$ cat config.mk
export PLATFORM = sky130hd
export DESIGN_NAME = prc_bank
export DESIGN_NICKNAME = d
export VERILOG_FILES = /design/src/rtl/prc_pkg.sv /design/src/rtl/prc_evt_if.sv /design/src/rtl/prc_event_unit.sv /design/src/rtl/prc_bank.sv
export SDC_FILE = /design/constraint.sdc
export NUM_CORES = 1
export LEC_CHECK = 0
export BUFFER_PORTS_ARGS = -buffer_cell sky130_fd_sc_hd__clkbuf_2
export CORE_MARGIN = 3
export CORE_UTILIZATION = 42
export CTS_CLUSTER_DIAMETER = 120
export DETAILED_ROUTE_END_ITERATION = 10
export PLACE_DENSITY = 0.76
export SYNTH_ARGS = -nofsm -noshare
export SYNTH_HDL_FRONTEND = slang
export SYNTH_SLANG_ARGS = --single-unit
$ cat constraint.sdc
create_clock -name clk_i -period 2 [get_ports clk_i]
set_input_delay 0 -clock clk_i [delete_from_list [all_inputs] [get_ports clk_i]]
set_output_delay 0 -clock clk_i [all_outputs]
set_load 0.1 [all_outputs]
$ cat src/rtl/prc_pkg.sv
// Purpose: Shared constants for the power, reset and event-flag register bank
// Assumes: 8-bit register port, registers at the top of the address map
// Notes: Field positions and reset values live here, except the literal resets of the pin and pulse registers
package prc_pkg;
  localparam int ADDR_W = 8;
  localparam int DATA_W = 8;
  localparam int FLAG_W = 2;
  // Register offsets
  localparam logic [ADDR_W-1:0] OFS_POWER_CTRL = 8'he0;
  localparam logic [ADDR_W-1:0] OFS_EVENT_FLAGS = 8'he1;
  localparam logic [ADDR_W-1:0] OFS_EVENT_MASK = 8'he2;
  localparam logic [ADDR_W-1:0] OFS_TOP_SPACE = 8'he0;
  // Field positions of the power and core control register
  localparam int BIT_CORE_RESTART = 7;
  localparam int BIT_FW_ALIVE = 6;
  localparam int BIT_OSC_REQ = 0;
  // Field positions of the flag and mask registers
  localparam int BIT_OBJECT = 0;
  localparam int BIT_HISTOGRAM = 1;
  // Reset values
  localparam logic RST_OSC_REQ = 1'h1;
  localparam logic RST_FW_ALIVE = 1'h0;
  localparam logic [FLAG_W-1:0] RST_FLAGS = 2'h0;
  localparam logic [FLAG_W-1:0] RST_MASK = 2'h0;
  localparam logic [DATA_W-1:0] RD_ZERO = 8'h00;
endpackage : prc_pkg

$ cat src/rtl/prc_evt_if.sv
// Purpose: Carries flag and mask traffic between the bank and its event unit
// Assumes: Single clock domain
// Notes: Write strobes are one-cycle pulses
`timescale 1ns/1ps
interface prc_evt_if;
  logic wr_flags;
  logic wr_mask;
  logic core_rst;
  logic [prc_pkg::FLAG_W-1:0] wdata;
  logic [prc_pkg::FLAG_W-1:0] flags;
  logic [prc_pkg::FLAG_W-1:0] mask;
  logic int_n;
  modport ctl (output wr_flags, output wr_mask, output core_rst, output wdata,
    input flags, input mask, input int_n);
  modport evt (input wr_flags, input wr_mask, input core_rst, input wdata,
    output flags, output mask, output int_n);
endinterface : prc_evt_if

$ cat src/rtl/prc_event_unit.sv
// Purpose: Sticky event flags, their enables and the active-low interrupt pin
// Assumes: Event pulses come from logic on the same clock
// Notes: A set arriving with a write-one clear wins over the clear
`timescale 1ns/1ps
module prc_event_unit (
  input wire logic clk_i,
  input wire logic reset_i,
  input wire logic hist_event_i,
  input wire logic obj_event_i,
  prc_evt_if.evt bus
);
  import prc_pkg::*;

  logic [FLAG_W-1:0] flags_reg;
  logic [FLAG_W-1:0] mask_reg;
  logic int_n_reg;
  wire logic [FLAG_W-1:0] set_vec;
  wire logic [FLAG_W-1:0] clr_vec;
  wire logic [FLAG_W-1:0] flags_next;
  wire logic [FLAG_W-1:0] mask_next;

  // Event sources into their flag positions
  assign set_vec = {hist_event_i, obj_event_i};
  assign clr_vec = bus.wr_flags ? bus.wdata : RST_FLAGS;
  assign flags_next = bus.core_rst ? RST_FLAGS : ((flags_reg & ~clr_vec) | set_vec);
  assign mask_next = bus.core_rst ? RST_MASK : (bus.wr_mask ? bus.wdata : mask_reg);

  // Flag, mask and pin registers
  always_ff @(posedge clk_i)
  begin
    if (reset_i)
    begin
      flags_reg <= RST_FLAGS;
      mask_reg <= RST_MASK;
      int_n_reg <= 1'b1;
    end
    else
    begin
      flags_reg <= flags_next;
      mask_reg <= mask_next;
      int_n_reg <= ~|(flags_next & mask_next);
    end
  end

  assign bus.flags = flags_reg;
  assign bus.mask = mask_reg;
  assign bus.int_n = int_n_reg;

  a_flag_set_sticky: assert property (@(posedge clk_i) disable iff (reset_i)
    (obj_event_i && !bus.core_rst) |=> flags_reg[BIT_OBJECT]) else $error("object flag not set");
  a_hist_set_sticky: assert property (@(posedge clk_i) disable iff (reset_i)
    (hist_event_i && !bus.core_rst) |=> flags_reg[BIT_HISTOGRAM]) else $error("histogram flag not set");
  a_w1c_clears_flag: assert property (@(posedge clk_i) disable iff (reset_i)
    (bus.wr_flags && bus.wdata[BIT_OBJECT] && !obj_event_i && !bus.core_rst)
    |=> !flags_reg[BIT_OBJECT]) else $error("write one did not clear flag");
  a_w0_keeps_flag: assert property (@(posedge clk_i) disable iff (reset_i)
    (flags_reg[BIT_HISTOGRAM] && bus.wr_flags && !bus.wdata[BIT_HISTOGRAM] && !bus.core_rst)
    |=> flags_reg[BIT_HISTOGRAM]) else $error("write zero changed flag");
  a_pin_low_active: assert property (@(posedge clk_i) disable iff (reset_i)
    |(flags_reg & mask_reg) |-> !int_n_reg) else $error("pin not low with enabled flag");
  a_pin_high_idle: assert property (@(posedge clk_i) disable iff (reset_i)
    !(|(flags_reg & mask_reg)) |-> int_n_reg) else $error("pin low with no enabled flag");
  a_mask_blocks_pin: assert property (@(posedge clk_i) disable iff (reset_i)
    (mask_reg == RST_MASK) |-> int_n_reg) else $error("disabled flag drove pin");
endmodule : prc_event_unit

$ cat src/rtl/prc_bank.sv
// Purpose: Host-visible power, core reset and event registers of the sensor module
// Assumes: Serial bus engine presents decoded byte accesses on the same clock
// Notes: Read data appears one cycle after the read strobe
`timescale 1ns/1ps
module prc_bank (
  input wire logic clk_i,
  input wire logic reset_i,
  input wire logic [prc_pkg::ADDR_W-1:0] reg_addr_i,
  input wire logic reg_wr_i,
  input wire logic reg_rd_i,
  input wire logic [prc_pkg::DATA_W-1:0] reg_wdata_i,
  input wire logic fw_alive_set_i,
  input wire logic app_running_i,
  input wire logic fw_standby_i,
  input wire logic hist_event_i,
  input wire logic obj_event_i,
  output logic [prc_pkg::DATA_W-1:0] reg_rdata_o,
  output logic lower_space_open_o,
  output logic core_reset_o,
  output logic wake_core_irq_o,
  output logic sleep_core_irq_o,
  output logic app_idle_o,
  output logic osc_enable_o,
  output logic int_n_o
);
  import prc_pkg::*;

  prc_evt_if evt_bus ();

  logic core_rst_reg;
  logic fw_alive_reg;
  logic osc_req_reg;
  logic osc_on_reg;
  logic wake_reg;
  logic sleep_reg;
  logic idle_reg;
  logic [DATA_W-1:0] rdata_reg;

  // Address match shared by write decode and read selection
  function automatic logic addr_hit(input logic [ADDR_W-1:0] addr, input logic [ADDR_W-1:0] ofs);
    return addr == ofs;
  endfunction : addr_hit

  // Address decode
  wire logic wr_power = reg_wr_i && addr_hit(reg_addr_i, OFS_POWER_CTRL);
  wire logic wr_flags = reg_wr_i && addr_hit(reg_addr_i, OFS_EVENT_FLAGS);
  wire logic wr_mask = reg_wr_i && addr_hit(reg_addr_i, OFS_EVENT_MASK);
  wire logic restart_req = wr_power && reg_wdata_i[BIT_CORE_RESTART];
  wire logic wake_req = wr_power && reg_wdata_i[BIT_OSC_REQ] && !osc_req_reg;
  wire logic sleep_req = wr_power && !reg_wdata_i[BIT_OSC_REQ];
  wire logic boot_reset = wake_req && !app_running_i;
  wire logic global_rst = restart_req || boot_reset;

  // Power register fields placed by their positions; unused bits read zero
  logic [DATA_W-1:0] power_view;
  always_comb
  begin
    power_view = RD_ZERO;
    power_view[BIT_CORE_RESTART] = core_rst_reg;
    power_view[BIT_FW_ALIVE] = fw_alive_reg;
    power_view[BIT_OSC_REQ] = osc_req_reg;
  end

  // Read multiplexer
  wire logic [DATA_W-1:0] flags_view = {6'h00, evt_bus.flags};
  wire logic [DATA_W-1:0] mask_view = {6'h00, evt_bus.mask};
  wire logic [DATA_W-1:0] rd_sel =
    addr_hit(reg_addr_i, OFS_POWER_CTRL) ? power_view :
    addr_hit(reg_addr_i, OFS_EVENT_FLAGS) ? flags_view :
    addr_hit(reg_addr_i, OFS_EVENT_MASK) ? mask_view : RD_ZERO;

  // Event unit connection
  // A core reset clears the flags, the enables and hence the pin as well
  assign evt_bus.wr_flags = wr_flags;
  assign evt_bus.wr_mask = wr_mask;
  assign evt_bus.core_rst = global_rst;
  assign evt_bus.wdata = reg_wdata_i[FLAG_W-1:0];

  prc_event_unit u_events (
    .clk_i(clk_i),
    .reset_i(reset_i),
    .hist_event_i(hist_event_i),
    .obj_event_i(obj_event_i),
    .bus(evt_bus)
  );

  // Core reset pulse and firmware-alive bit
  // Any core reset drops the alive bit; only firmware can raise it again
  always_ff @(posedge clk_i)
  begin
    if (reset_i)
    begin
      core_rst_reg <= 1'b0;
      fw_alive_reg <= RST_FW_ALIVE;
    end
    else
    begin
      core_rst_reg <= global_rst;
      fw_alive_reg <= global_rst ? RST_FW_ALIVE : (fw_alive_reg | fw_alive_set_i);
    end
  end

  // Oscillator request and core interrupts
  // Start is pure hardware; stop waits for firmware to report standby, so a
  // core that still runs never loses its clock. The request survives a core reset.
  always_ff @(posedge clk_i)
  begin
    if (reset_i)
    begin
      osc_req_reg <= RST_OSC_REQ;
      osc_on_reg <= RST_OSC_REQ;
      wake_reg <= 1'b0;
      sleep_reg <= 1'b0;
      idle_reg <= 1'b0;
    end
    else
    begin
      if (wr_power)
        osc_req_reg <= reg_wdata_i[BIT_OSC_REQ];
      if (wake_req)
        osc_on_reg <= 1'b1;
      else if (fw_standby_i && !osc_req_reg)
        osc_on_reg <= 1'b0;
      wake_reg <= wake_req;
      sleep_reg <= sleep_req;
      idle_reg <= wake_req && app_running_i;
    end
  end

  // Registered read data; lower space and pin follow state
  // Addresses below the top space read zero here; that space is served elsewhere
  always_ff @(posedge clk_i)
  begin
    if (reset_i)
      rdata_reg <= RD_ZERO;
    else if (reg_rd_i)
      rdata_reg <= rd_sel;
  end

  assign reg_rdata_o = rdata_reg;
  assign lower_space_open_o = fw_alive_reg;
  assign core_reset_o = core_rst_reg;
  assign wake_core_irq_o = wake_reg;
  assign sleep_core_irq_o = sleep_reg;
  assign app_idle_o = idle_reg;
  assign osc_enable_o = osc_on_reg;
  assign int_n_o = evt_bus.int_n;

  // Core reset path
  a_restart_one_pulse: assert property (@(posedge clk_i) disable iff (reset_i)
    restart_req |=> core_rst_reg ##1 (!core_rst_reg || $past(global_rst)))
    else $error("core reset pulse wrong");
  a_core_rst_clears: assert property (@(posedge clk_i) disable iff (reset_i)
    global_rst |=> (evt_bus.flags == RST_FLAGS) && (evt_bus.mask == RST_MASK) && !fw_alive_reg)
    else $error("core reset left state behind");
  a_restart_self_clear: assert property (@(posedge clk_i) disable iff (reset_i)
    (restart_req ##1 !global_rst) |=> !power_view[BIT_CORE_RESTART])
    else $error("restart bit stuck");
  a_pin_after_reset: assert property (@(posedge clk_i) disable iff (reset_i)
    global_rst |=> int_n_o) else $error("pin low after core reset");

  // Firmware-alive bit and register space
  a_alive_needs_fw: assert property (@(posedge clk_i) disable iff (reset_i)
    $rose(fw_alive_reg) |-> $past(fw_alive_set_i)) else $error("alive set without firmware");
  a_alive_kept: assert property (@(posedge clk_i) disable iff (reset_i)
    (fw_alive_reg && !global_rst) |=> fw_alive_reg) else $error("alive bit dropped");
  a_lower_space_gate: assert property (@(posedge clk_i) disable iff (reset_i)
    (!fw_alive_reg && !fw_alive_set_i) |=> !lower_space_open_o)
    else $error("lower space open without firmware");
  a_unmapped_reads_zero: assert property (@(posedge clk_i) disable iff (reset_i)
    (reg_rd_i && (reg_addr_i < OFS_TOP_SPACE)) |=> (reg_rdata_o == RD_ZERO))
    else $error("lower address read not zero");
  a_read_holds: assert property (@(posedge clk_i) disable iff (reset_i)
    !reg_rd_i |=> $stable(reg_rdata_o)) else $error("read data changed without read");
  a_mask_written: assert property (@(posedge clk_i) disable iff (reset_i)
    wr_mask |=> (evt_bus.mask == $past(evt_bus.wdata))) else $error("enable bits not written");

  // Oscillator and core interrupts
  a_osc_on_with_req: assert property (@(posedge clk_i) disable iff (reset_i)
    osc_req_reg |-> osc_enable_o) else $error("oscillator off while requested");
  a_wake_on_rise: assert property (@(posedge clk_i) disable iff (reset_i)
    (wr_power && reg_wdata_i[BIT_OSC_REQ] && !osc_req_reg) |=> wake_core_irq_o && osc_enable_o)
    else $error("wake not raised");
  a_no_wake_when_on: assert property (@(posedge clk_i) disable iff (reset_i)
    (wr_power && osc_req_reg) |=> !wake_core_irq_o) else $error("spurious wake");
  a_no_pulse_idle: assert property (@(posedge clk_i) disable iff (reset_i)
    !reg_wr_i |=> !wake_core_irq_o && !sleep_core_irq_o && !core_reset_o)
    else $error("pulse without write");
  a_sleep_on_zero: assert property (@(posedge clk_i) disable iff (reset_i)
    (wr_power && !reg_wdata_i[BIT_OSC_REQ]) |=> sleep_core_irq_o && !osc_req_reg)
    else $error("sleep irq missing");
  a_sleep_no_wake: assert property (@(posedge clk_i) disable iff (reset_i)
    sleep_req |=> !wake_core_irq_o) else $error("wake raised by sleep write");
  a_osc_off_standby: assert property (@(posedge clk_i) disable iff (reset_i)
    (fw_standby_i && !osc_req_reg && !wake_req) |=> !osc_enable_o)
    else $error("oscillator kept after standby");
  a_osc_kept_running: assert property (@(posedge clk_i) disable iff (reset_i)
    (osc_enable_o && !(fw_standby_i && !osc_req_reg)) |=> osc_enable_o)
    else $error("oscillator stopped without firmware");
  a_boot_wake_reset: assert property (@(posedge clk_i) disable iff (reset_i)
    (wake_req && !app_running_i) |=> core_reset_o && !app_idle_o) else $error("boot wake no reset");
  a_app_wake_idle: assert property (@(posedge clk_i) disable iff (reset_i)
    (wake_req && app_running_i && !restart_req) |=> app_idle_o && !core_reset_o)
    else $error("app wake not idle");
  a_idle_needs_wake: assert property (@(posedge clk_i) disable iff (reset_i)
    app_idle_o |-> wake_core_irq_o) else $error("idle without wake");
endmodule : prc_bank

==> impl_metrics.py, run 1 <==
metrics = {
    "sta": {
        "fin_skew_ns": 0.004323,
        "rsz0062_at_grt": "no",
        "drv_slew": 0,
        "hold_viol_final": 0,
        "finalWorstSetupSlack_ns": 0.5408,
        "slew_headroom_pct": 64.06,
        "setup_viol": 0,
        "tightest_slew_ns": 0.5414,
        "fin_crit_ns": 1.459,
        "post-route-period-util_pct": 72.96,
        "fin_setup_tns_ns": 0,
        "fmax_mhz": 685.3,
    },
    "cts": {
        "clkLatencyLatePin_ns": 0.27,
        "numCtsBuffers": 3,
        "clk_pin_slew_ns": 0.08,
        "post_cts_buffers": 0,
        "cts_root_buffer": "clkbuf_4",
        "cts_max_level": 1,
        "hold_buffers": 5,
        "cts_num_sinks": 16,
        "clock_path_buffers": 2,
        "cts_tree": "built",
        "cts_repair_resize_count": 0,
    },
    "final_layout": {
        "utilization_pct": 60.60,
        "syn_to_final_growth_pct": 29.31,
        "drive_above_1_share_pct": 35.96,
        "diodes": 0,
        "fin_cells": 138,
        "largest_reg_flops": 4,
        "layout.nets": 141,
    },
    "pwr": {
        "seqPwrFrac_pct": 54.7,
        "intPower_uw": 426.5,
        "switching_share_pct": 28.35,
        "p_switching_uw": 168.8,
        "combinationalPowerShare_pct": 18.3,
        "power_uw": 595.2,
        "power_density_nw_per_um2": 616.2,
        "p_clk_share_pct": 27.0,
        "leakage_uw": 0.0004139,
        "peakVddDrop_mv": 0.3001,
    },
    "hold_path": {
        "holdPathEnd": "reg_rdata_o[6]",
        "hold_start": "reg_rd_i",
        "whs_path_depth": 3,
        "worst_hold_path_type": "input port to register",
    },
    "yosys": {
        "ys_ff_latch": 16,
        "syn_area_per_cell_um2": 9.337,
        "yosysSeqAreaShare_pct": 42.88,
        "netlist_area_um2": 747.0,
        "synthCells": 80,
        "yosysUniqueCellTypes": 31,
        "yosys_warnings": 0,
    },
    "floorplan": {
        "start_util_pct": 46.86,
        "rows": 14,
        "die_area_um2": 2320,
        "io_pins": 40,
        "die_y_um": 48.17,
        "die_w_um": 48.17,
        "core_area_um2": 1594,
    },
    "setup_path": {
        "start_kind": "input port",
        "timing.critical_path.arrival_ns": 1.61,
        "rrSetupSlack_ns": 0.63,
        "crit_type": "input port to register",
        "crit_required_ns": 2.15,
        "r2r-end": "u_events.bus.int_n",
        "cp-end-kind": "register",
        "r2r_cells": 4,
        "crit_path_max_fanout": 6,
        "r2r-start": "osc_req_reg",
    },
    "place": {
        "dpl.hpwl_um": 1245,
        "gp_congestion": 0.8484,
        "dp_worst_setup_slack_ns": 0.4549,
        "dpl.cell_count": 130,
        "port-buffer-count": 30,
    },
    "routing": {
        "totalWireLength_um": 1604,
        "vias": 670,
        "drt_first_pass_iters": 4,
        "ant_nets": 0,
        "vias_per_cell": 4.855,
        "drt_iter0_markers": 14,
        "drc_errors": 0,
        "wl_per_cell_um": 11.62,
    },
    "grt": {
        "antenna_found_initial": 0,
        "grt_usage_pct": 16.10,
        "first_global_vias": 591,
        "gr-total-overflow": 0,
        "grt_max_degree": 13,
        "grt_pass1_wl_um": 2573,
    },
    "status": {
        "outcome": "finished clean",
    },
    "run": {
        "maxCapViolCount": 0,
    },
}
-- through the flow --
step                instance area, um^2  hold WS (ns)
floorplan                         758.2       0.07447
global placement                  893.4        0.2062
global route                      965.9       0.03971
CTS                               965.9       0.03240
detailed placement                893.4        0.2263
finish                            965.9       0.03508
-- cell families (layout without fill, tap and decap cells) --
| kind of cell | count (synthesis) | in the layout | share of synthesized area (%) |
|---|---|---|---|
| mux | 3 | 3 | 5.360 |
| other cells | 1 | 4 | 0.5020 |
| compound gates | 17 | 17 | 15.75 |
| buf+inv | 9 | 40 | 7.537 |
| simple gates | 34 | 34 | 27.98 |
| flops | 16 | 16 | 42.88 |
-- placed cells by master, fill, tap and decap left out, types with 3 or more instances in the layout --
| master | instances |
|---|---|
| a21oi_1 | 6 |
| clkbuf_2 | 30 |
| clkbuf_4 | 3 |
| conb_1 | 4 |
| dfxtp_1 | 16 |
| dlygate4sd3_1 | 5 |
| nand2b_1 | 7 |
| nand3_1 | 4 |
| nand4b_1 | 3 |
| nor2_1 | 4 |
| nor2b_1 | 3 |
-- Yosys cell counts --
master / number / area [um^2]
a22oi_2: 1 / 12.51
a21o_1: 1 / 7.510
o21ai_0: 2 / 10.01
nor4_1: 1 / 6.260
o41ai_1: 2 / 17.52
nand4b_1: 3 / 26.28
inv_1: 1 / 3.750
and2_1: 1 / 6.260
nor3_2: 1 / 10.01
nand2b_1: 7 / 43.79
dfxtp_1: 16 / 320.3
a21oi_1: 6 / 30.03
buf_6: 1 / 11.26
or2_1: 1 / 6.260
nor3_1: 2 / 10.01
nand2_1: 2 / 7.510
a211oi_1: 2 / 15.01
nor3b_1: 1 / 7.510
nor2_1: 4 / 15.01
nor2b_1: 3 / 18.77
or2_2: 2 / 12.51
or4_1: 1 / 7.510
o21a_1: 1 / 7.510
nand3_1: 4 / 20.02
mux2i_1: 1 / 10.01
mux2_4: 2 / 30.03
or4_4: 1 / 11.26
o2bb2ai_1: 2 / 17.52
clkbuf_1: 3 / 11.26
buf_4: 4 / 30.03
conb_1: 1 / 3.750
-- worst max-delay path, stage by stage --
cell	delay [ns]
dlygate4sd3_1	0.54
clkbuf_2	0.16
nor3b_1	0.16
o21a_1	0.21
a211oi_1	0.40
a22oi_2	0.13
-- power groups by stage --
stage	Sequential, uW	Clock (uW)	Combinational (uW)
2_1_floorplan	344	0	67.6
3_3_place_gp	333	0	99.4
3_5_place_dp	333	0	101
4_1_cts	326	167	109
5_1_grt	326	187	118
6_report	326	161	109
-- area by class of cell --
type	instances	area [um^2]
Sequential cell	16	320.3
Timing Repair Buffer	36	207.7
Clock buffer	3	22.52
Fill cell	162	628.1
Multi-Input combinational cell	58	381.6
Tap cell	24	30.03
Inverter	1	3.754
-- how the worst max path moves through the flow --
stage                   startpoint                    to  cells after the start
CTS                 reg_wdata_i[0]    u_events.bus.int_n                      6
floorplan            reg_addr_i[3]  u_events.bus.mask[0]                      5
finish              reg_wdata_i[0]    u_events.bus.int_n                      6
global placement     reg_addr_i[4]  u_events.bus.mask[0]                      5
detailed placement   reg_addr_i[4]  u_events.bus.mask[0]                      5
global route        reg_wdata_i[0]    u_events.bus.int_n                      6
-- layer usage --
| layer | up-vias | part of all wire [%] | GRT usage [%] |
|---|---|---|---|
| met5 | - | 0 | 0 |
| met4 | 0 | 1.2 | 10.22 |
| met3 | 2 | 5.4 | 2.214 |
| met1 | 293 | 45 | 21.88 |
| li1 | 348 | - | - |
| met2 | 27 | 48 | 23.70 |
Power figures use the tool's default switching activity.
==> run 2: changes to the inputs <==
Settings changed: ABC_AREA from default to 1, CORE_UTILIZATION 42 to 39, PLACE_DENSITY 0.76 to 0.73.
Clock period 2 ns to 1.3 ns, I/O delays scaled along.
==> impl_metrics.py, run 2 <==
metrics = {
    "floorplan": {
        "io_pins": 40,
        "rows": 15,
        "die_y_um": 50.57,
        "die_w_um": 50.57,
        "core_area_um2": 1802,
        "start_util_pct": 42.99,
        "die_area_um2": 2557,
    },
    "setup_path": {
        "path_buf_inv": 3,
        "crit_required_ns": 1.54,
        "r2r_cells": 6,
        "cpPeakStageDelay_ns": 0.56,
        "timing.critical_path.arrival_ns": 1.42,
        "cpLargestDelayFamily": "buffers and inverters",
        "start_kind": "input port",
        "crit_type": "input port to register",
        "crit_path_max_fanout": 7,
        "worstSetupPathDepth": 4,
        "cp_common_cell": "dlygate4sd3_1",
        "crit_chain": "dlygate4sd3_1 -> clkbuf_2 -> nor3_1 -> dlygate4sd3_1",
        "cp-end-kind": "register",
        "crit_slowest_cell": "dlygate4sd3_1",
    },
    "routing": {
        "vias": 807,
        "drt_iter0_markers": 9,
        "vias_per_cell": 4.459,
        "drt_first_pass_iters": 4,
        "wl_per_cell_um": 9.453,
        "totalWireLength_um": 1711,
        "ant_nets": 0,
        "drc_errors": 0,
    },
    "grt": {
        "grt_pass1_wl_um": 2787,
        "antenna_found_initial": 0,
        "grt_usage_pct": 14.62,
        "grt_max_degree": 10,
        "first_global_vias": 747,
        "gr-total-overflow": 0,
    },
    "yosys": {
        "synth_top_flop_cell": "dfxtp_1",
        "synth.top_cell.area_share_pct": 41.36,
        "syn_area_per_cell_um2": 6.794,
        "synth_largest_area_cell": "dfxtp_1",
        "synthArstFlopShare_pct": 0,
        "netlist_area_um2": 774.5,
        "yosys_warnings": 0,
        "yosysSeqAreaShare_pct": 41.36,
        "ys_ff_latch": 16,
        "synth_most_common_cell": "nand2_1",
        "synthCells": 114,
        "synth-edff-count": 0,
        "ys_top_cells_by_area": "dfxtp_1 41%, nand2_1 12%, inv_1 9.7%",
        "synthTopCellsByCount": "24 x nand2_1, 20 x inv_1, 16 x dfxtp_1, 13 x nor2_1, 9 x nand3_1",
        "yosysUniqueCellTypes": 18,
    },
    "sta": {
        "fin_crit_ns": 1.182,
        "tightest_slew_ns": 0.5410,
        "fin_setup_tns_ns": 0,
        "fin_skew_ns": 0.005575,
        "drv_slew": 0,
        "setup_viol": 0,
        "hold_viol_final": 0,
        "fmax_mhz": 845.8,
        "slew_headroom_pct": 64.09,
        "rsz0062_at_grt": "no",
        "post-route-period-util_pct": 90.95,
    },
    "status": {
        "outcome": "finished clean",
    },
    "cts": {
        "clkLatencyLatePin_ns": 0.29,
        "cts_max_level": 1,
        "hold_buffers": 9,
        "cts_root_buffer": "clkbuf_4",
        "clock_path_buffers": 2,
        "cts_tree": "built",
        "numCtsBuffers": 3,
        "post_cts_buffers": 0,
        "cts_repair_resize_count": 0,
        "cts_num_sinks": 16,
        "clk_pin_slew_ns": 0.09,
    },
    "pwr": {
        "peakVddDrop_mv": 0.7042,
        "power_density_nw_per_um2": 983.8,
        "leakage_uw": 0.0005583,
    },
    "hold_path": {
        "worst_hold_path_type": "input port to register",
        "whs_path_depth": 4,
    },
    "place": {
        "port-buffer-count": 30,
        "gp_congestion": 0.7729,
        "dpl.hpwl_um": 1330,
        "placed_cell_area_um2": 938.4,
    },
    "final_layout": {
        "final_cell_mix": "30 x clkbuf_2, 24 x nand2_1, 20 x inv_1",
        "diodes": 0,
        "fill_cells": 178,
        "layout.nets": 182,
        "largest_reg_flops": 4,
        "drive_above_1_share_pct": 28.85,
        "final_common_cell": "clkbuf_2",
        "syn_to_final_growth_pct": 37.48,
        "finalInstanceArea_um2": 1065,
    },
    "run": {
        "maxCapViolCount": 0,
    },
}
==> run 2: cell families (layout without fill, tap and decap cells) <==
kind of cell | count (synthesis) | in the layout | synth area share (%)
AO/OA/AOI/OAI | 10 | 10 | 6.785
buffers and inverters | 26 | 65 | 14.54
flip-flops | 16 | 16 | 41.36
other | 1 | 4 | 0.4842
AND/OR/NAND/NOR | 61 | 61 | 36.83
==> run 2: worst paths after layout <==
path / from / to / slack, ns
setup / recovery: reset_i / sleep_core_irq_o / 0.12
hold / removal: reg_wdata_i[7] / u_events.bus.mask[1] / 0.02
setup reg to reg: osc_req_reg / u_events.bus.flags[0] / 0.29
hold reg to reg: core_reset_o / reg_rdata_o[7] / 0.46
==> run 2: through the flow <==
step / hold slack [ns] / utilization [%] / total power, uW / std cells / setup slack, ns
detailed placement: 0.2307 / 52.08 / 714.2 / 168 / 0.2451
global route: 0.02500 / 59.10 / 1103 / 181 / 0.07218
global placement: 0.2204 / 52.08 / 711.2 / 168 / 0.2669
finish: 0.02297 / 59.10 / 1047 / 181 / 0.1176
floorplan: 0.06907 / - / 669.8 / 117 / 0.003056
CTS: 0.01589 / 59.10 / 1061 / 181 / 0.1443
==> run 2: cell type report <==
type	instances	area [um^2]	area share, %
flip-flops and latches	16	321.6	30.20
repair buffers	39	240.2	22.56
inverters	22	82.58	7.756
well taps	25	31.28	2.938
clock buffers	4	36.28	3.408
multi-input cells	75	352.8	33.14
==> run 2: where the power goes <==
group          switching, uW  total (uW)  internal [uW]  leakage [uW]
Clock                    155         326            171     0.0000210
Combinational            158         214           56.4      0.000406
Sequential              5.83         507            502      0.000131
Total                    319        1050            729      0.000558
==> run 2: worst reg2reg max path, cell delays in order (launching register included) <==
cell and delay (ns):
dfxtp_1 0.34, nor2_1 0.15, nand4_1 0.12, nand2_2 0.11, inv_2 0.06, nand2_1 0.09, a21oi_1 0.05
==> run 2: layer usage <==
layer	up-vias	part of all wire [%]	wire length (um)	GRT usage [%]
met5	-	0	0	0
met4	0	1.3	23	8.072
met3	4	5.8	100	5.341
met2	22	53	906	27.61
met1	349	40	680	13.22
li1	432	-	-	-
